===== config.mk =====
export PLATFORM = sky130hd
export DESIGN_NAME = mct_transmitter
export DESIGN_NICKNAME = d
export VERILOG_FILES = /design/src/mcg_pkg.sv /design/src/mcg_tick_if.sv /design/src/mcg_base_clock.sv /design/src/mcg_transmitter.sv
export VERILOG_INCLUDE_DIRS = /design/src
export SDC_FILE = /design/constraint.sdc
export NUM_CORES = 1
export LEC_CHECK = 0
export BUFFER_PORTS_ARGS = -buffer_cell sky130_fd_sc_hd__buf_2
export CAP_MARGIN = 15
export CORE_UTILIZATION = 50
export DETAILED_ROUTE_END_ITERATION = 10
export PLACE_DENSITY = 0.85
export RECOVER_POWER = 25
export SYNTH_ARGS = -nofsm -noshare
export SYNTH_HDL_FRONTEND = slang
export SYNTH_SLANG_ARGS = --single-unit
export TNS_END_PERCENT = 1

===== constraint.sdc =====
create_clock -name clk_sys -period 2.7 [get_ports clk_sys]
set_clock_uncertainty 0.05 [all_clocks]
set_input_delay 0.135 -clock clk_sys [delete_from_list [all_inputs] [get_ports clk_sys]]
set_output_delay 0.135 -clock clk_sys [all_outputs]
set_load 0.05 [all_outputs]

===== src/mcg_params.svh =====
// Constants for the line code generator: register map, fields, resets.
// Assumes inclusion by its bare name from the package and the modules.
`ifndef MCT_PARAMS_SVH
`define MCT_PARAMS_SVH

// Byte addresses of the word-aligned registers
`define MCT_OFF_MAIN    8'h00
`define MCT_OFF_CLOCK   8'h04
`define MCT_OFF_HALF    8'h08
`define MCT_OFF_WORD    8'h0C
`define MCT_OFF_BITOP   8'h10
`define MCT_OFF_LENGTH  8'h14
`define MCT_OFF_STATUS  8'h18

// Main control fields
`define MCT_BIT_RUN     7
`define MCT_BIT_DIR     4
`define MCT_BIT_FMT     1
`define MCT_BIT_IDLE    0
`define MCT_MAIN_MASK   8'h93
`define MCT_MAIN_RST    8'h10

// Other reset values
`define MCT_CLOCK_RST   3'h0
`define MCT_HALF_RST    8'h01
`define MCT_LENGTH_RST  3'h7

// Bit operation register fields
`define MCT_BITOP_VAL   3

// Status fields
`define MCT_ST_BUSY     0
`define MCT_ST_PEND     1
`define MCT_ST_LINE     2

// Delay, in base clocks, of a word written inside the forbidden window; largest clock select
`define MCT_LATE_GAP    2'h2
`define MCT_CKS_MAX     3'h5

`endif


===== src/mcg_pkg.sv =====
// Types shared by the line code generator modules.
// Assumes mcg_params.svh is reachable on the include path.
`include "mcg_params.svh"

package mct_pkg;

  typedef enum logic [2:0] {
    MCT_ST_IDLE = 3'b001,
    MCT_ST_SEND = 3'b010,
    MCT_ST_GAP  = 3'b100
  } mct_state_t;

endpackage


===== src/mcg_tick_if.sv =====
// Carrier between the transmitter and its base clock prescaler.
// Assumes both ends run on clk_sys.
interface mct_tick_if;
  logic [2:0] clock_select;
  logic       run;
  logic       base_tick;

  modport ctrl (output clock_select, output run, input base_tick);
  modport gen  (input clock_select, input run, output base_tick);
endinterface


===== src/mcg_base_clock.sv =====
// Operation base clock prescaler: one-cycle tick at clk_sys / 2^select.
// Assumes a synchronous active-low reset on clk_sys.
`include "mcg_params.svh"

module mct_base_clock
  import mct_pkg::*;
(
  // System
  input  wire logic clk_sys,
  input  wire logic rst_b,
  // Tick carrier
  mct_tick_if.gen   tick
);

  logic [4:0] div_q;
  logic [4:0] div_d;
  logic [4:0] mask;
  logic [2:0] sel;

  always_comb
  begin
    // Codes above the largest divider fall back to it
    sel = (tick.clock_select > `MCT_CKS_MAX) ? `MCT_CKS_MAX : tick.clock_select;
    mask = 5'((6'h01 << sel) - 6'h01);
    div_d = tick.run ? 5'(div_q + 5'h01) : 5'h00;
    tick.base_tick = tick.run && ((div_q & mask) == mask);
  end

  always_ff @(posedge clk_sys)
  begin
    if (!rst_b)
      div_q <= 5'h00;
    else
      div_q <= div_d;
  end

endmodule // mct_base_clock


===== src/mcg_transmitter.sv =====
// Line code generator: Wishbone classic slave and serial transmitter.
// Assumes a synchronous active-low reset on clk_sys; data in low 8 bits.
//
// Functional notes
// - Main control resets to 10H.
// - Bit7 run, bit4 LSB-first, bit1 plain format.
// - Idle output follows idle-level bit.
// - Byte and single-bit writes to main control.
// - Forbidden window: half bit plus one clock before last bit, and last bit.
// - Late word starts two clocks after last.
// - Three-bit down counter; 000 marks last bit.
// - Bit timing from selected base clock.
`include "mcg_params.svh"

module mct_transmitter
  import mct_pkg::*;
(
  // System
  input  wire logic        clk_sys,
  input  wire logic        rst_b,
  // Wishbone classic slave
  input  wire logic        wb_cyc_i,
  input  wire logic        wb_stb_i,
  input  wire logic        wb_we_i,
  input  wire logic [7:0]  wb_adr_i,
  input  wire logic [3:0]  wb_sel_i,
  input  wire logic [31:0] wb_dat_i,
  output logic      [31:0] wb_dat_o,
  output logic             wb_ack_o,
  // Serial line
  output logic             line_out
);

  mct_tick_if tick ();

  mct_base_clock u_base_clock (
    .clk_sys (clk_sys),
    .rst_b   (rst_b),
    .tick    (tick)
  );

  // Registers
  logic [7:0]  main_q,  main_d;
  logic [2:0]  clock_q, clock_d;
  logic [7:0]  half_q,  half_d;
  logic [2:0]  length_q, length_d;
  logic [7:0]  word_q,  word_d;
  logic        pend_q,  pend_d;
  logic        late_q,  late_d;
  logic        ack_q,   ack_d;
  logic [31:0] rdat_q,  rdat_d;
  // Transmitter
  mct_state_t  state_q, state_d;
  logic [7:0]  shift_q, shift_d;
  logic [2:0]  cnt_q,   cnt_d;
  logic [7:0]  hcnt_q,  hcnt_d;
  logic        phase_q, phase_d;
  logic [1:0]  gap_q,   gap_d;
  logic        line_q,  line_d;

  logic        run;
  logic        wr;
  logic        half_end;
  logic        bit_end;
  logic        forbidden;
  logic        cur_bit;

  function automatic logic pick_bit(input logic [7:0] w, input logic lsb_first);
    return lsb_first ? w[0] : w[7];
  endfunction

  assign run = main_q[`MCT_BIT_RUN];
  assign tick.run = run;
  assign tick.clock_select = clock_q;
  assign wr = wb_cyc_i && wb_stb_i && wb_we_i && ack_q && wb_sel_i[0];
  assign half_end = tick.base_tick && (hcnt_q == 8'(half_q - 8'h01));
  assign bit_end = half_end && phase_q;
  assign cur_bit = pick_bit(shift_q, main_q[`MCT_BIT_DIR]);
  // Half a bit plus one base clock ahead of the last bit, and the last bit
  assign forbidden = (state_q == MCT_ST_SEND) &&
                     ((cnt_q == 3'h0) ||
                      ((cnt_q == 3'h1) && (phase_q ||
                        (hcnt_q == 8'(half_q - 8'h01)))));

  // Register bus
  always_comb
  begin
    main_d   = main_q;
    clock_d  = clock_q;
    half_d   = half_q;
    length_d = length_q;
    word_d   = word_q;
    ack_d    = wb_cyc_i && wb_stb_i && !ack_q;
    rdat_d   = 32'h0000_0000;
    if (wr)
    begin
      unique case (wb_adr_i)
        `MCT_OFF_MAIN:   main_d = wb_dat_i[7:0] & `MCT_MAIN_MASK;
        `MCT_OFF_BITOP:
        begin
          main_d[wb_dat_i[2:0]] = wb_dat_i[`MCT_BITOP_VAL];
          main_d = main_d & `MCT_MAIN_MASK;
        end
        `MCT_OFF_CLOCK:  clock_d = wb_dat_i[2:0];
        // Zero would stall the half-bit counter
        `MCT_OFF_HALF:   half_d = (wb_dat_i[7:0] == 8'h00) ? `MCT_HALF_RST : wb_dat_i[7:0];
        `MCT_OFF_LENGTH: length_d = wb_dat_i[2:0];
        `MCT_OFF_WORD:   word_d = wb_dat_i[7:0];
        default: ;
      endcase
    end
    if (wb_cyc_i && wb_stb_i && !ack_q && !wb_we_i)
    begin
      unique case (wb_adr_i)
        `MCT_OFF_MAIN:   rdat_d = {24'h000000, main_q};
        `MCT_OFF_CLOCK:  rdat_d = {29'h0, clock_q};
        `MCT_OFF_HALF:   rdat_d = {24'h000000, half_q};
        `MCT_OFF_LENGTH: rdat_d = {29'h0, length_q};
        `MCT_OFF_WORD:   rdat_d = {24'h000000, word_q};
        `MCT_OFF_STATUS: rdat_d = {29'h0, line_q, pend_q, state_q != MCT_ST_IDLE};
        default:         rdat_d = 32'h0000_0000;
      endcase
    end
  end

  always_ff @(posedge clk_sys)
  begin
    if (!rst_b)
    begin
      main_q   <= `MCT_MAIN_RST;
      clock_q  <= `MCT_CLOCK_RST;
      half_q   <= `MCT_HALF_RST;
      length_q <= `MCT_LENGTH_RST;
      word_q   <= 8'h00;
      ack_q    <= 1'b0;
      rdat_q   <= 32'h0000_0000;
    end
    else
    begin
      main_q   <= main_d;
      clock_q  <= clock_d;
      half_q   <= half_d;
      length_q <= length_d;
      word_q   <= word_d;
      ack_q    <= ack_d;
      rdat_q   <= rdat_d;
    end
  end

  assign wb_ack_o = ack_q;
  assign wb_dat_o = rdat_q;

  // Transmitter
  always_comb
  begin
    state_d = state_q;
    shift_d = shift_q;
    cnt_d   = cnt_q;
    hcnt_d  = hcnt_q;
    phase_d = phase_q;
    gap_d   = gap_q;
    pend_d  = pend_q;
    late_d  = late_q;
    unique case (state_q)
      MCT_ST_IDLE:
      begin
        hcnt_d  = 8'h00;
        phase_d = 1'b0;
        if (run && pend_q && tick.base_tick)
        begin
          state_d = MCT_ST_SEND;
          shift_d = word_q;
          cnt_d   = length_q;
          pend_d  = 1'b0;
          late_d  = 1'b0;
        end
      end
      MCT_ST_SEND:
      begin
        if (tick.base_tick)
          hcnt_d = half_end ? 8'h00 : 8'(hcnt_q + 8'h01);
        if (half_end)
          phase_d = !phase_q;
        if (bit_end)
        begin
          shift_d = main_q[`MCT_BIT_DIR] ? {1'b0, shift_q[7:1]} : {shift_q[6:0], 1'b0};
          cnt_d   = 3'(cnt_q - 3'h1);
          if (cnt_q == 3'h0)
          begin
            if (pend_q && late_q)
            begin
              state_d = MCT_ST_GAP;
              gap_d   = 2'h0;
            end
            else if (pend_q)
            begin
              // Continuous transmission with no gap
              shift_d = word_q;
              cnt_d   = length_q;
              pend_d  = 1'b0;
            end
            else
              state_d = MCT_ST_IDLE;
          end
        end
      end
      MCT_ST_GAP:
      begin
        hcnt_d  = 8'h00;
        phase_d = 1'b0;
        if (tick.base_tick)
          gap_d = 2'(gap_q + 2'h1);
        if (tick.base_tick && (2'(gap_q + 2'h1) == `MCT_LATE_GAP))
        begin
          state_d = MCT_ST_SEND;
          shift_d = word_q;
          cnt_d   = length_q;
          pend_d  = 1'b0;
          late_d  = 1'b0;
        end
      end
      default: state_d = MCT_ST_IDLE;
    endcase
    // A new word write wins over the consumption in the same cycle
    if (wr && (wb_adr_i == `MCT_OFF_WORD))
    begin
      pend_d = 1'b1;
      late_d = forbidden;
    end
    if (!run)
    begin
      // Stopping abandons the frame and any waiting word
      state_d = MCT_ST_IDLE;
      pend_d  = 1'b0;
      late_d  = 1'b0;
    end
    if (state_q == MCT_ST_SEND)
      line_d = main_q[`MCT_BIT_FMT] ? cur_bit : (phase_q ? !cur_bit : cur_bit);
    else
      line_d = main_q[`MCT_BIT_IDLE];
  end

  always_ff @(posedge clk_sys)
  begin
    if (!rst_b)
    begin
      state_q <= MCT_ST_IDLE;
      shift_q <= 8'h00;
      cnt_q   <= 3'h0;
      hcnt_q  <= 8'h00;
      phase_q <= 1'b0;
      gap_q   <= 2'h0;
      pend_q  <= 1'b0;
      late_q  <= 1'b0;
      line_q  <= 1'b0;
    end
    else
    begin
      state_q <= state_d;
      shift_q <= shift_d;
      cnt_q   <= cnt_d;
      hcnt_q  <= hcnt_d;
      phase_q <= phase_d;
      gap_q   <= gap_d;
      pend_q  <= pend_d;
      late_q  <= late_d;
      line_q  <= line_d;
    end
  end

  assign line_out = line_q;

endmodule // mct_transmitter


==> flow_summary.html, run 1 <==
<table>
<tr><th>Metric</th><th>Value</th></tr>
<tr><th colspan="2">Place</th></tr>
<tr><td>Post-placement worst setup slack</td><td>14.2 ps</td></tr>
<tr><td>Post-DP HPWL</td><td>6630 um</td></tr>
<tr><td>Final weighted congestion in routability-driven placement</td><td>0.839</td></tr>
<tr><td>Post-detailed-placement cell area</td><td>between 0.004 and 0.005 mm2</td></tr>
<tr><td>Quantity of I/O buffers inserted on ports</td><td>31</td></tr>
<tr><th colspan="2">Final layout</th></tr>
<tr><td>Leading cell types in the layout, fill and taps excluded</td><td>sky130_fd_sc_hd__nand2_1 (75), sky130_fd_sc_hd__dfxtp_1 (67), sky130_fd_sc_hd__nor2_1 (40)</td></tr>
<tr><td>Layout filler cell count</td><td>659</td></tr>
<tr><td>Total number of nets in the final design</td><td>589</td></tr>
<tr><td>Share of post-route cells with drive strength above 1</td><td>roughly 15%</td></tr>
<tr><td>Sequential cell area</td><td>0.00136 mm2</td></tr>
<tr><td>Synth-to-layout area growth</td><td>14.1%</td></tr>
<tr><td>Most frequent standard cell in the layout excluding fill and tap cells</td><td>sky130_fd_sc_hd__nand2_1</td></tr>
<tr><td>Final design area excluding fillers</td><td>~0.0044 mm2</td></tr>
<tr><td>Layout Utilization</td><td>59.9%</td></tr>
<tr><td>Multi-input logic area</td><td>between 0.002 and 0.0025 mm2</td></tr>
<tr><td>ANT cells</td><td>0</td></tr>
<tr><th colspan="2">Power</th></tr>
<tr><td>Cell Pwr Density</td><td>452 mW/mm2</td></tr>
<tr><td>Leakage power total</td><td>1.74 nW</td></tr>
<tr><td>Worst vdd rail ir drop</td><td>0.368 mV</td></tr>
<tr><th colspan="2">GRT</th></tr>
<tr><td>Vias in the first global route</td><td>between 3,000 and 4,000</td></tr>
<tr><td>Wire length of the first global-routing pass</td><td>15,200 um</td></tr>
<tr><td>Global-route total usage across every layer</td><td>between 20% and 30%</td></tr>
<tr><td>Total grt overflow</td><td>0</td></tr>
<tr><td>Number of antenna violations at the first check in global routing</td><td>0</td></tr>
<tr><td>Pin count of the biggest net entering global routing</td><td>30</td></tr>
<tr><th colspan="2">Synth</th></tr>
<tr><td>Flop and latch count out of synthesis</td><td>between 60 and 70</td></tr>
<tr><td>Warnings from Yosys</td><td>0</td></tr>
<tr><td>Most used flip-flop cell after synthesis</td><td>sky130_fd_sc_hd__dfxtp_1</td></tr>
<tr><td>Sequential fraction of the synthesis area</td><td>about a third</td></tr>
<tr><td>Total standard cell area after synthesis</td><td>between 0.003 and 0.004 mm2</td></tr>
<tr><td>Post-Syn Area per Cell</td><td>7.88 um2</td></tr>
<tr><td>Cells after synthesis</td><td>a little under 500</td></tr>
<tr><td>Fraction of synthesis flops using an asynchronous set or reset pin</td><td>0%</td></tr>
<tr><td>Number of enable flip-flop cells after synthesis</td><td>0</td></tr>
<tr><td>Synth unique cells</td><td>60</td></tr>
<tr><th colspan="2">Setup path</th></tr>
<tr><td>CP peak stage delay</td><td>320 ps</td></tr>
<tr><td>Critical Path Sink Type</td><td>flop</td></tr>
<tr><td>Cell breakdown of the critical path</td><td>buf_4 &gt; nor3_4 &gt; inv_2 &gt; ha_4 &gt; o221ai_2 &gt; a211oi_2 &gt; buf_4 &gt; buf_8 &gt; nand3_2 &gt; nor3_4 &gt; o21ba_4 &gt; a21oi_1 &gt; o221a_1</td></tr>
<tr><td>Element type at the critical path start</td><td>flop</td></tr>
<tr><td>Data required time at the worst endpoint</td><td>2900 ps</td></tr>
<tr><td>Type of the worst setup path</td><td>flop to flop</td></tr>
<tr><td>Data arrival at the endpoint of the critical path</td><td>2810 ps</td></tr>
<tr><td>Slowest-stage cell, CP</td><td>sky130_fd_sc_hd__dfxtp_1</td></tr>
<tr><td>Worst Path Max Fanout</td><td>5</td></tr>
<tr><th colspan="2">Detailed routing</th></tr>
<tr><td>Mean number of vias per cell</td><td>5.68</td></tr>
<tr><td>Total vias in the final route</td><td>3,612</td></tr>
<tr><td># DRC</td><td>0</td></tr>
<tr><td>Iteration-0 DRC Markers</td><td>297</td></tr>
<tr><td>Number of iterations in the first detailed-routing pass</td><td>5</td></tr>
<tr><td>Routed length per placed instance</td><td>around 15 um</td></tr>
<tr><td>Total wire length after detailed routing</td><td>roughly 9400 um</td></tr>
<tr><td>Number of nets with antenna violations after detailed routing</td><td>0</td></tr>
<tr><th colspan="2">Timing</th></tr>
<tr><td>Final critical-path required period</td><td>2600 ps</td></tr>
<tr><td>Endpoints failing hold</td><td>0</td></tr>
<tr><td>Max transition margin</td><td>52.7%</td></tr>
<tr><td>Final setup violation count</td><td>0</td></tr>
<tr><td>Final number of max-transition violations</td><td>0</td></tr>
<tr><td>Worst-Margin Slew</td><td>705 ps</td></tr>
<tr><td>Highest clock rate</td><td>384 MHz</td></tr>
<tr><td>Share of the clock period used by the worst path</td><td>96.5%</td></tr>
<tr><td>Worst path setup slack after routing</td><td>95.1 ps</td></tr>
<tr><td>Setup repair after global routing missed its margin</td><td>true</td></tr>
<tr><th colspan="2">CTS</th></tr>
<tr><td>Clk Tree Root Cell</td><td>sky130_fd_sc_hd__clkbuf_8</td></tr>
<tr><td>Number of H-tree branching levels</td><td>3</td></tr>
<tr><td>Clk pin slew, worst setup/hold paths</td><td>around 80 ps</td></tr>
<tr><td>CTS sink cnt</td><td>68</td></tr>
<tr><td>Clock tree from TritonCTS</td><td>built</td></tr>
<tr><td>Num CTS Buffers</td><td>9</td></tr>
<tr><td>Clock insertion delay at the later pin of the skew report</td><td>360 ps</td></tr>
<tr><td>Deepest clock path buffer count</td><td>2</td></tr>
<tr><th colspan="2">Floorplanning</th></tr>
<tr><td>Num ports</td><td>83</td></tr>
<tr><td>Die X</td><td>90.0 um</td></tr>
<tr><td>Die Height</td><td>90.0 um</td></tr>
<tr><td>Number of cell rows</td><td>31</td></tr>
<tr><td>Starting utilization of the core area</td><td>52.5%</td></tr>
<tr><td>Standard cell core area</td><td>0.00737 mm2</td></tr>
<tr><td>Total Die Area</td><td>0.00810 mm2</td></tr>
<tr><th colspan="2">Worst hold path</th></tr>
<tr><td>Worst hold-check path type</td><td>primary input to flop</td></tr>
<tr><th colspan="2">Flow run</th></tr>
<tr><td>Max-cap check violation count</td><td>0</td></tr>
<tr><th colspan="2">Status</th></tr>
<tr><td>Result of the run</td><td>finished clean</td></tr>
</table>
-- per-layer routing --
metal  up-vias  routed length [um]  track usage, %
met3        18                 547            6.09
li1       1768                   -               -
met5         -                   0               0
met4         0                 216            8.20
met1      1694                3940            28.2
met2       132                4730            39.7
-- sequential cells by signal (all words and copies together), names as in the netlist --
signal	cells
hcnt_q	8
gap_q	2
u_base_clock.div_q	5
cnt_q	3
clock_q	3
wb_dat_o	8
word_q	8
wb_ack_o	1
late_q	1
line_out	1
length_q	3
pend_q	1
main_q	4
half_q	8
shift_q	8
phase_q	1
state_q	3
-- power by group --
| group | internal (W) | switching, W |
|---|---|---|
| Sequential | 0.00100 | 0.000000440 |
| Combinational | 0.0000283 | 0.000125 |
| Clock | 0.000426 | 0.000413 |
-- synthesized netlist by cell type, types with 4 or more instances --
cell | instances | share of area [%]
sky130_fd_sc_hd__nand2b_1 | 6 | 0.97
sky130_fd_sc_hd__nor2_1 | 40 | 3.9
sky130_fd_sc_hd__a22oi_1 | 7 | 1.4
sky130_fd_sc_hd__o2111ai_1 | 9 | 2.0
sky130_fd_sc_hd__nand3b_1 | 6 | 1.2
sky130_fd_sc_hd__nor2b_1 | 7 | 1.1
sky130_fd_sc_hd__ha_1 | 8 | 2.6
sky130_fd_sc_hd__nand2_1 | 75 | 7.3
sky130_fd_sc_hd__xnor2_1 | 11 | 2.5
sky130_fd_sc_hd__o31ai_1 | 7 | 1.4
sky130_fd_sc_hd__dfxtp_1 | 68 | 35
sky130_fd_sc_hd__buf_4 | 25 | 4.8
sky130_fd_sc_hd__a21oi_1 | 36 | 4.7
sky130_fd_sc_hd__o21ai_0 | 27 | 3.5
sky130_fd_sc_hd__nor4_1 | 4 | 0.65
sky130_fd_sc_hd__and3_1 | 8 | 1.3
sky130_fd_sc_hd__inv_1 | 15 | 1.5
sky130_fd_sc_hd__xor2_1 | 7 | 1.6
sky130_fd_sc_hd__clkbuf_1 | 18 | 1.7
sky130_fd_sc_hd__buf_2 | 6 | 0.78
sky130_fd_sc_hd__nor3_1 | 11 | 1.4
sky130_fd_sc_hd__nand3_1 | 22 | 2.8
sky130_fd_sc_hd__mux2i_1 | 16 | 4.1
sky130_fd_sc_hd__o21ai_1 | 4 | 0.52
-- logic make-up (layout without fill, tap and decap cells) --
group	Yosys count	count (layout)	synth area share [%]
simple gates	196	196	24.3
mux	19	19	5.01
xor+xnor	18	18	4.07
buf+inv	66	88	9.21
other cells	1	24	0.0969
compound gates	114	115	19.2
fa+ha+maj	9	9	2.85
flops	68	68	35.2
-- critical path: cells and delay by family (launching register included) --
| family | cells | cell delay (ps) |
|---|---|---|
| compound gates | 5 | 850 |
| buf+inv | 4 | 510 |
| simple gates | 3 | 510 |
| flops | 1 | 320 |
| fa+ha+maj | 1 | 260 |
-- through the flow --
| step | hold WS (ps) | instances | power (W) | setup TNS (ps) |
|---|---|---|---|---|
| global placement | 352 | 608 | 0.00117 | 0 |
| CTS | 5.02 | 628 | 0.00200 | 0 |
| floorplan | 225 | 514 | 0.00117 | 0 |
| detailed placement | 363 | 608 | 0.00117 | 0 |
| finish | 18.3 | 636 | 0.00200 | 0 |
| global route | 2.82 | 636 | 0.00205 | -196 |
-- timing repair --
action / CTS / global route
cloned: 0 / 2
pin swaps: 0 / 6
gates resized for setup: 1 / 14
endpoints found under the setup margin: 1 / 17
buffers inserted: 0 / 6
hold buffers: 4 / 0
endpoints found under the hold margin: 4 / 0
-- area by class of cell --
type | count | share of cell area, %
Clock buffer | 10 | 2.89
Clock inverter | 6 | 1.44
Inverter | 15 | 1.27
Multi-Input combinational cell | 381 | 52.1
Sequential cell | 68 | 30.8
Tap cell | 99 | 2.80
Timing Repair Buffer | 57 | 8.64
-- worst paths after layout --
check              startpoint   endpoint  slack (ps)  cells after the start
setup / recovery   clock_q[1]   cnt_q[0]         100                     13
hold / removal    wb_dat_i[7]  word_q[7]          20                      3
setup reg to reg   clock_q[1]   cnt_q[0]         100                     13
hold reg to reg      wb_ack_o   wb_ack_o         420                      1
(Power assumes the default switching activity.)
==> inputs of run 2 (changes only) <==
==> constraint.sdc (replaced) <==
create_clock -name clk_sys -period 2.7 [get_ports clk_sys]
set_clock_uncertainty 0.05 [all_clocks]
set_input_delay 0.135 -clock clk_sys [delete_from_list [all_inputs] [get_ports clk_sys]]
set_output_delay 0.135 -clock clk_sys [all_outputs]
set_load 0.005 [all_outputs]
==> flow_summary.html, run 2 (same netlist as run 1, synthesis figures left out) <==
<table>
<tr><th>Metric</th><th>Value</th></tr>
<tr><th colspan="2">Status</th></tr>
<tr><td>Result of the run</td><td>finished clean</td></tr>
<tr><th colspan="2">Timing</th></tr>
<tr><td>Share of the clock period used by the worst path</td><td>96.6% (+0.12 points)</td></tr>
<tr><td>Setup TNS after final layout</td><td>0 ps (unchanged)</td></tr>
<tr><td>Highest clock rate</td><td>383 MHz (-0.12%)</td></tr>
<tr><td>Final setup violation count</td><td>0 (unchanged)</td></tr>
<tr><td>Final number of max-transition violations</td><td>0 (unchanged)</td></tr>
<tr><td>Final hold slack</td><td>19.3 ps (+0.994 ps)</td></tr>
<tr><td>Worst-Margin Slew</td><td>693 ps (-11.4 ps)</td></tr>
<tr><td>Max transition margin</td><td>53.4% (+0.77 points)</td></tr>
<tr><td>Final critical-path required period</td><td>2610 ps (+3.18 ps)</td></tr>
<tr><td>Setup repair after global routing missed its margin</td><td>true</td></tr>
<tr><td>Endpoints failing hold</td><td>0 (unchanged)</td></tr>
<tr><th colspan="2">GRT</th></tr>
<tr><td>Vias in the first global route</td><td>3,317 (unchanged)</td></tr>
<tr><td>Wire length of the first global-routing pass</td><td>15,200 um (unchanged)</td></tr>
<tr><td>Global routing met2 resource utilization</td><td>39.7% (unchanged)</td></tr>
<tr><td>Pin count of the biggest net entering global routing</td><td>30 (unchanged)</td></tr>
<tr><td>Total grt overflow</td><td>0 (unchanged)</td></tr>
<tr><td>Number of antenna violations at the first check in global routing</td><td>0 (unchanged)</td></tr>
<tr><td>GR Util met3</td><td>6.09% (unchanged)</td></tr>
<tr><td>Met1 Use GR</td><td>28.2% (unchanged)</td></tr>
<tr><td>Global-route total usage across every layer</td><td>23.2% (unchanged)</td></tr>
<tr><td>Most crowded layer after global routing</td><td>met2</td></tr>
<tr><th colspan="2">CTS</th></tr>
<tr><td>Clk Tree Root Cell</td><td>sky130_fd_sc_hd__clkbuf_8</td></tr>
<tr><td>Clock tree from TritonCTS</td><td>built</td></tr>
<tr><td>Clock insertion delay at the later pin of the skew report</td><td>360 ps (about the same)</td></tr>
<tr><td>Clk pin slew, worst setup/hold paths</td><td>80 ps (about the same)</td></tr>
<tr><td>Deepest clock path buffer count</td><td>2 (unchanged)</td></tr>
<tr><td>Num CTS Buffers</td><td>9 (unchanged)</td></tr>
<tr><td>Number of H-tree branching levels</td><td>3 (unchanged)</td></tr>
<tr><td>CTS sink cnt</td><td>68 (unchanged)</td></tr>
<tr><th colspan="2">Power</th></tr>
<tr><td>Cell Pwr Density</td><td>436 mW/mm2 (-3.5%)</td></tr>
<tr><td>Worst vdd rail ir drop</td><td>0.365 mV (-0.71%)</td></tr>
<tr><td>Leakage power total</td><td>1.78 nW (+2.3%)</td></tr>
<tr><td>Overall power of the completed layout</td><td>0.00193 W (-3.3%)</td></tr>
<tr><th colspan="2">Setup path</th></tr>
<tr><td>CP peak stage delay</td><td>320 ps (about the same)</td></tr>
<tr><td>Cell breakdown of the critical path</td><td>buf_4 &gt; nor3_4 &gt; inv_2 &gt; ha_4 &gt; o221ai_2 &gt; a211oi_2 &gt; buf_4 &gt; buf_8 &gt; nand3_2 &gt; nor3_4 &gt; o21ba_4 &gt; a21oi_1 &gt; o221a_1</td></tr>
<tr><td>Slowest-stage cell, CP</td><td>sky130_fd_sc_hd__dfxtp_1</td></tr>
<tr><td>Worst path top cell family by delay</td><td>compound AO/OA/AOI/OAI gates</td></tr>
<tr><td>Critical Path Sink Type</td><td>flop</td></tr>
<tr><td>Type of the worst setup path</td><td>flop to flop</td></tr>
<tr><td>Reg-to-reg endpoint</td><td>cnt_q[0]</td></tr>
<tr><td>Data required time at the worst endpoint</td><td>2900 ps (about the same)</td></tr>
<tr><td>Element type at the critical path start</td><td>flop</td></tr>
<tr><td>Number of stages on the worst setup path</td><td>13 (unchanged)</td></tr>
<tr><td>Worst Path Max Fanout</td><td>5 (unchanged)</td></tr>
<tr><td>Number of buffer and inverter instances along the worst setup path</td><td>4 (unchanged)</td></tr>
<tr><td>Worst Reg2Reg Path Length in Cells</td><td>13 (unchanged)</td></tr>
<tr><td>Data arrival at the endpoint of the critical path</td><td>2810 ps (about the same)</td></tr>
<tr><td>Worst R2R Start</td><td>clock_q[1]</td></tr>
<tr><td>Flop-to-flop setup slack</td><td>90 ps (about the same)</td></tr>
<tr><th colspan="2">Worst hold path</th></tr>
<tr><td>Worst hold-check path type</td><td>primary input to flop</td></tr>
<tr><td>End of the worst hold path</td><td>word_q[7]</td></tr>
<tr><td>Depth of the worst hold-timing path</td><td>3 (unchanged)</td></tr>
<tr><td>Hold Startpoint</td><td>wb_dat_i[7]</td></tr>
<tr><th colspan="2">Detailed routing</th></tr>
<tr><td>Total vias in the final route</td><td>3,637 (+0.69%)</td></tr>
<tr><td>Number of iterations in the first detailed-routing pass</td><td>5 (unchanged)</td></tr>
<tr><td>Mean number of vias per cell</td><td>5.72 (+0.69%)</td></tr>
<tr><td>Number of nets with antenna violations after detailed routing</td><td>0 (unchanged)</td></tr>
<tr><td>Total wire length after detailed routing</td><td>9460 um (+0.20%)</td></tr>
<tr><td>Iteration-0 DRC Markers</td><td>282 (-5.1%)</td></tr>
<tr><td>Routed length per placed instance</td><td>14.9 um (+0.20%)</td></tr>
<tr><td># DRC</td><td>0 (unchanged)</td></tr>
<tr><th colspan="2">Place</th></tr>
<tr><td>Final weighted congestion in routability-driven placement</td><td>0.839 (unchanged)</td></tr>
<tr><td>Post-DP HPWL</td><td>6630 um (unchanged)</td></tr>
<tr><td>Quantity of I/O buffers inserted on ports</td><td>31 (unchanged)</td></tr>
<tr><td>Post-detailed-placement cell area</td><td>0.00406 mm2 (unchanged)</td></tr>
<tr><th colspan="2">Floorplanning</th></tr>
<tr><td>Num ports</td><td>83 (unchanged)</td></tr>
<tr><td>Number of cell rows</td><td>31 (unchanged)</td></tr>
<tr><td>Standard cell core area</td><td>0.00737 mm2 (unchanged)</td></tr>
<tr><td>Starting utilization of the core area</td><td>52.5% (unchanged)</td></tr>
<tr><td>Die X</td><td>90.0 um (unchanged)</td></tr>
<tr><td>Die Height</td><td>90.0 um (unchanged)</td></tr>
<tr><td>Total Die Area</td><td>0.00810 mm2 (unchanged)</td></tr>
<tr><th colspan="2">Final layout</th></tr>
<tr><td>Final design area excluding fillers</td><td>0.00443 mm2 (+0.25%)</td></tr>
<tr><td>Synth-to-layout area growth</td><td>14.4%</td></tr>
<tr><td>ANT cells</td><td>0 (unchanged)</td></tr>
<tr><td>Most frequent standard cell in the layout excluding fill and tap cells</td><td>sky130_fd_sc_hd__nand2_1</td></tr>
<tr><td>Share of post-route cells with drive strength above 1</td><td>17.1% (+1.7 points)</td></tr>
<tr><td>Leading cell types in the layout, fill and taps excluded</td><td>sky130_fd_sc_hd__nand2_1 (75), sky130_fd_sc_hd__dfxtp_1 (67), sky130_fd_sc_hd__nor2_1 (40)</td></tr>
<tr><td>Total number of nets in the final design</td><td>589 (unchanged)</td></tr>
<tr><th colspan="2">Flow run</th></tr>
<tr><td>Max-cap check violation count</td><td>0 (unchanged)</td></tr>
</table>
-- run 2: timing repair --
action / 4_1_cts / 5_1_grt
setup buffers: 0 / 6
endpoints found under the hold margin: 4 / 0
endpoints found under the setup margin: 1 / 17
gates cloned: 0 / 2
hold buffers: 4 / 0
pin swaps: 0 / 6
resized for setup: 1 / 14
-- run 2: cell type report --
type                            instances  area, um2
Multi-Input combinational cell        381       2300
Inverter                               15       56.3
Clock inverter                          6       63.8
Clock buffer                           10        128
Sequential cell                        68       1360
Tap cell                               99        124
Timing Repair Buffer                   57        393
Fill cell                             651       2940
-- run 2: worst reg2reg max path, stage by stage (launching register included) --
cell and delay (ps):
sky130_fd_sc_hd__dfxtp_1 320, sky130_fd_sc_hd__buf_4 160, sky130_fd_sc_hd__nor3_4 210, sky130_fd_sc_hd__inv_2 70, sky130_fd_sc_hd__ha_4 260, sky130_fd_sc_hd__o221ai_2 90
sky130_fd_sc_hd__a211oi_2 220, sky130_fd_sc_hd__buf_4 170, sky130_fd_sc_hd__buf_8 110, sky130_fd_sc_hd__nand3_2 90, sky130_fd_sc_hd__nor3_4 210, sky130_fd_sc_hd__o21ba_4 230
sky130_fd_sc_hd__a21oi_1 90, sky130_fd_sc_hd__o221a_1 220
-- run 2: worst max path at each step --
stage | startpoint | to | slack, ps
floorplan | clock_q[0] | cnt_q[2] | 150
global placement | clock_q[2] | shift_q[7] | 60
detailed placement | clock_q[2] | shift_q[7] | 10
CTS | clock_q[2] | shift_q[7] | 40
global route | clock_q[1] | hcnt_q[4] | -40
finish | clock_q[1] | cnt_q[0] | 90
-- run 2: metrics by stage --
step	cells	util, %	worst slack [ps]
global placement	608	55.1	58.9
floorplan	514	-	148
global route	636	60.1	-35.9
finish	636	60.1	91.9
detailed placement	608	55.1	14.2
CTS	628	58.3	38.1
-- run 2: layer usage --
metal	vias up	part of all wire, %
li1	1770	-
met5	-	0
met1	1712	41
met2	135	50
met3	20	6.0
met4	0	2.3
-- run 2: power breakdown --
part	total (W)	switching, W	internal [W]
sequential	0.00100	0.000000430	0.00100
clock	0.000841	0.000415	0.000426
combinational	0.0000868	0.0000584	0.0000284
==> inputs of run 3 (changes only) <==
--- a/config.mk
+++ b/config.mk
@@ -8,9 +8,10 @@
 export LEC_CHECK = 0
 export BUFFER_PORTS_ARGS = -buffer_cell sky130_fd_sc_hd__buf_2
 export CAP_MARGIN = 15
-export CORE_UTILIZATION = 50
+export CORE_UTILIZATION = 51
+export CTS_BUF_LIST = sky130_fd_sc_hd__clkbuf_8
 export DETAILED_ROUTE_END_ITERATION = 10
-export PLACE_DENSITY = 0.85
+export PLACE_DENSITY = 0.86
 export RECOVER_POWER = 25
 export SYNTH_ARGS = -nofsm -noshare
 export SYNTH_HDL_FRONTEND = slang
==> flow_summary.html, run 3 (same netlist as run 1, synthesis figures left out) <==
<table>
<tr><th>Metric</th><th>Value</th></tr>
<tr><th colspan="2">Status</th></tr>
<tr><td>Result of the run</td><td>finished clean</td></tr>
<tr><th colspan="2">CTS</th></tr>
<tr><td>CTS sink cnt</td><td>68 (unchanged)</td></tr>
<tr><td>Clk pin slew, worst setup/hold paths</td><td>80 ps (about the same)</td></tr>
<tr><td>Clock tree from TritonCTS</td><td>built</td></tr>
<tr><td>Clock insertion delay at the later pin of the skew report</td><td>350 ps (about the same)</td></tr>
<tr><td>Number of H-tree branching levels</td><td>3 (unchanged)</td></tr>
<tr><td>Num CTS Buffers</td><td>9 (unchanged)</td></tr>
<tr><td>Deepest clock path buffer count</td><td>2 (unchanged)</td></tr>
<tr><td>Clk Tree Root Cell</td><td>sky130_fd_sc_hd__clkbuf_8</td></tr>
<tr><th colspan="2">Setup path</th></tr>
<tr><td>Worst Path Max Fanout</td><td>9 (+4)</td></tr>
<tr><td>Critical Path Sink Type</td><td>flop</td></tr>
<tr><td>Data required time at the worst endpoint</td><td>2880 ps (-20 ps)</td></tr>
<tr><td>Type of the worst setup path</td><td>flop to flop</td></tr>
<tr><td>Reg-to-reg endpoint</td><td>shift_q[2]</td></tr>
<tr><td>Element type at the critical path start</td><td>flop</td></tr>
<tr><td>Worst R2R Start</td><td>clock_q[1]</td></tr>
<tr><td>Worst Reg2Reg Path Length in Cells</td><td>14 (+1)</td></tr>
<tr><td>Data arrival at the endpoint of the critical path</td><td>2830 ps (+20 ps)</td></tr>
<tr><td>Flop-to-flop setup slack</td><td>50 ps (-40 ps)</td></tr>
<tr><th colspan="2">Place</th></tr>
<tr><td>Post-DP HPWL</td><td>6570 um (-0.79%)</td></tr>
<tr><td>Quantity of I/O buffers inserted on ports</td><td>31 (unchanged)</td></tr>
<tr><td>Post-detailed-placement cell area</td><td>0.00406 mm2 (unchanged)</td></tr>
<tr><td>Final weighted congestion in routability-driven placement</td><td>0.921 (+9.8%)</td></tr>
<tr><td>Count of placed standard cells including taps</td><td>608 (unchanged)</td></tr>
<tr><th colspan="2">Floorplanning</th></tr>
<tr><td>Num ports</td><td>83 (unchanged)</td></tr>
<tr><td>Die Height</td><td>89.1 um (-0.96%)</td></tr>
<tr><td>Number of cell rows</td><td>31 (unchanged)</td></tr>
<tr><td>Standard cell core area</td><td>0.00729 mm2 (-1.1%)</td></tr>
<tr><td>Total Die Area</td><td>0.00794 mm2 (-1.9%)</td></tr>
<tr><td>Die X</td><td>89.1 um (-0.96%)</td></tr>
<tr><td>Starting utilization of the core area</td><td>53.1% (+0.56 points)</td></tr>
<tr><th colspan="2">Detailed routing</th></tr>
<tr><td>Number of nets with antenna violations after detailed routing</td><td>0 (unchanged)</td></tr>
<tr><td>Mean number of vias per cell</td><td>5.66 (-1.0%)</td></tr>
<tr><td>Total wire length after detailed routing</td><td>9510 um (+0.59%)</td></tr>
<tr><td>Total vias in the final route</td><td>3,566 (-2.0%)</td></tr>
<tr><td>Routed length per placed instance</td><td>15.1 um (+1.6%)</td></tr>
<tr><td>Number of iterations in the first detailed-routing pass</td><td>5 (unchanged)</td></tr>
<tr><td>Iteration-0 DRC Markers</td><td>229 (-19%)</td></tr>
<tr><td># DRC</td><td>0 (unchanged)</td></tr>
<tr><th colspan="2">Power</th></tr>
<tr><td>Cell Pwr Density</td><td>452 mW/mm2 (+3.7%)</td></tr>
<tr><td>Leakage power total</td><td>1.72 nW (-3.1%)</td></tr>
<tr><td>Part of the total power dissipated in the clock network</td><td>45.0% (+1.4 points)</td></tr>
<tr><td>Power share of the combinational group</td><td>4.3% (-0.2 points)</td></tr>
<tr><td>Register share of total power</td><td>50.8% (-1.1 points)</td></tr>
<tr><td>Internal power summed over all cells</td><td>0.00151 W (+3.4%)</td></tr>
<tr><td>Worst vdd rail ir drop</td><td>0.330 mV (-9.7%)</td></tr>
<tr><td>Switching part of the total</td><td>23.7% (-0.80 points)</td></tr>
<tr><td>Switching power</td><td>0.000469 W (-1.0%)</td></tr>
<tr><td>Overall power of the completed layout</td><td>0.00198 W (+2.3%)</td></tr>
<tr><th colspan="2">Final layout</th></tr>
<tr><td>Total number of nets in the final design</td><td>583 (-1.0%)</td></tr>
<tr><td>Most frequent standard cell in the layout excluding fill and tap cells</td><td>sky130_fd_sc_hd__nand2_1</td></tr>
<tr><td>Sequential cell area</td><td>0.00136 mm2 (unchanged)</td></tr>
<tr><td>Final design area excluding fillers</td><td>0.00437 mm2 (-1.4%)</td></tr>
<tr><td>Leading cell types in the layout, fill and taps excluded</td><td>sky130_fd_sc_hd__nand2_1 (75), sky130_fd_sc_hd__dfxtp_1 (67), sky130_fd_sc_hd__nor2_1 (40)</td></tr>
<tr><td>ANT cells</td><td>0 (unchanged)</td></tr>
<tr><td>Layout filler cell count</td><td>660 (+1.4%)</td></tr>
<tr><td>Multi-input logic area</td><td>0.00229 mm2 (-0.44%)</td></tr>
<tr><td>Non-filler cells in the finished layout</td><td>630 (-0.94%)</td></tr>
<tr><td>Layout Utilization</td><td>59.9% (-0.18 points)</td></tr>
<tr><td>Synth-to-layout area growth</td><td>12.9%</td></tr>
<tr><td>Share of post-route cells with drive strength above 1</td><td>15.4% (-1.7 points)</td></tr>
<tr><th colspan="2">GRT</th></tr>
<tr><td>Total grt overflow</td><td>0 (unchanged)</td></tr>
<tr><td>Vias in the first global route</td><td>3,312 (-0.15%)</td></tr>
<tr><td>Wire length of the first global-routing pass</td><td>15,300 um (+0.77%)</td></tr>
<tr><td>Pin count of the biggest net entering global routing</td><td>30 (unchanged)</td></tr>
<tr><td>Global-route total usage across every layer</td><td>25.1% (+1.9 points)</td></tr>
<tr><td>Number of antenna violations at the first check in global routing</td><td>0 (unchanged)</td></tr>
<tr><th colspan="2">Worst hold path</th></tr>
<tr><td>End of the worst hold path</td><td>word_q[5]</td></tr>
<tr><td>Hold Startpoint</td><td>wb_dat_i[5]</td></tr>
<tr><td>Depth of the worst hold-timing path</td><td>3 (unchanged)</td></tr>
<tr><td>Worst hold-check path type</td><td>primary input to flop</td></tr>
<tr><th colspan="2">Timing</th></tr>
<tr><td>Share of the clock period used by the worst path</td><td>98.2% (+1.6 points)</td></tr>
<tr><td>Final setup violation count</td><td>0 (unchanged)</td></tr>
<tr><td>Final number of max-transition violations</td><td>0 (unchanged)</td></tr>
<tr><td>Endpoints failing hold</td><td>0 (unchanged)</td></tr>
<tr><td>Max transition margin</td><td>49.8% (-3.6 points)</td></tr>
<tr><td>Worst-Margin Slew</td><td>747 ps (+53.3 ps)</td></tr>
<tr><td>Final hold slack</td><td>9.05 ps (-10.3 ps)</td></tr>
<tr><td>Highest clock rate</td><td>377 MHz (-1.7%)</td></tr>
<tr><td>Final critical-path required period</td><td>2650 ps (+44.3 ps)</td></tr>
<tr><td>Setup repair after global routing missed its margin</td><td>true</td></tr>
<tr><th colspan="2">Flow run</th></tr>
<tr><td>Max-cap check violation count</td><td>0 (unchanged)</td></tr>
</table>
## run 3: cell types whose count changed in the layout (fill, tap and decap cells not counted), moves of 2 or more
cell,delta
sky130_fd_sc_hd__clkbuf_1,+6
sky130_fd_sc_hd__buf_6,+2
sky130_fd_sc_hd__buf_2,-7
sky130_fd_sc_hd__buf_4,-3
sky130_fd_sc_hd__o21ai_0,+3
sky130_fd_sc_hd__clkbuf_8,+2
sky130_fd_sc_hd__o21ai_1,-3
sky130_fd_sc_hd__dlygate4sd3_1,-2
## run 3: how the worst max path moves through the flow
stage                           from    endpoint  slack [ps]  cells past startpoint
after floorplan           clock_q[0]    cnt_q[2]         150                     11
after CTS                 clock_q[0]  shift_q[7]           8                     12
after detailed placement  clock_q[0]  shift_q[7]         -10                     12
final                     clock_q[1]  shift_q[2]          50                     14
after global routing      clock_q[1]  shift_q[1]         -60                     14
after global placement    clock_q[2]  shift_q[7]          70                     12
## run 3: final cells by class
cell class              instances  area share, %
multi-input cells             380           52.4
flip-flops and latches         68           31.2
repair buffers                 52           7.42
clock buffers                  11           3.47
well taps                      99           2.84
clock inverters                 5           1.35
inverters                      15           1.29
## run 3: routing by layer
| metal | GRT usage (%) | up-vias | wire, um | part of all wire [%] |
|---|---|---|---|---|
| met5 | 0 | - | 0 | 0 |
| met2 | 43.0 | 123 | 4690 | 49 |
| met3 | 5.08 | 18 | 487 | 5.1 |
| met4 | 10.4 | 0 | 212 | 2.2 |
| met1 | 30.9 | 1672 | 4120 | 43 |
| li1 | - | 1753 | - | - |
## run 3: critical path, stage by stage, from the launching register on
cell and delay (ps):
sky130_fd_sc_hd__dfxtp_1 320, sky130_fd_sc_hd__buf_4 150, sky130_fd_sc_hd__nor3_4 210, sky130_fd_sc_hd__inv_2 70
sky130_fd_sc_hd__ha_4 260, sky130_fd_sc_hd__o221ai_2 100, sky130_fd_sc_hd__a211oi_2 180, sky130_fd_sc_hd__buf_4 170
sky130_fd_sc_hd__buf_6 130, sky130_fd_sc_hd__nand3_2 100, sky130_fd_sc_hd__nor3_4 210, sky130_fd_sc_hd__o21ba_4 230
sky130_fd_sc_hd__buf_12 140, sky130_fd_sc_hd__buf_6 120, sky130_fd_sc_hd__o21ai_0 90
## run 3: repair_timing
item                                    CTS  global route
hold buffers                              2             0
buffers inserted                          0             4
resized for setup                         1            13
endpoints found under the setup margin    1            19
pin swaps                                 0             4
endpoints found under the hold margin     3             0
## run 3: stage by stage
| step | setup TNS, ps | setup WS, ps |
|---|---|---|
| 6_report | 0 | 47.6 |
| 5_1_grt | -325 | -56.8 |
| 4_1_cts | 0 | 7.59 |
| 3_5_place_dp | -13.6 | -13.6 |
| 3_3_place_gp | 0 | 72.4 |
| 2_1_floorplan | 0 | 148 |
## run 3: power groups by stage
stage                     clock network, W  logic (W)  registers (W)
after global routing              0.000947  0.0000936        0.00100
after floorplan                          0  0.0000724        0.00103
after global placement                   0  0.0000784        0.00103
after CTS                         0.000900  0.0000823        0.00100
final                             0.000889  0.0000843        0.00100
after detailed placement                 0  0.0000798        0.00103
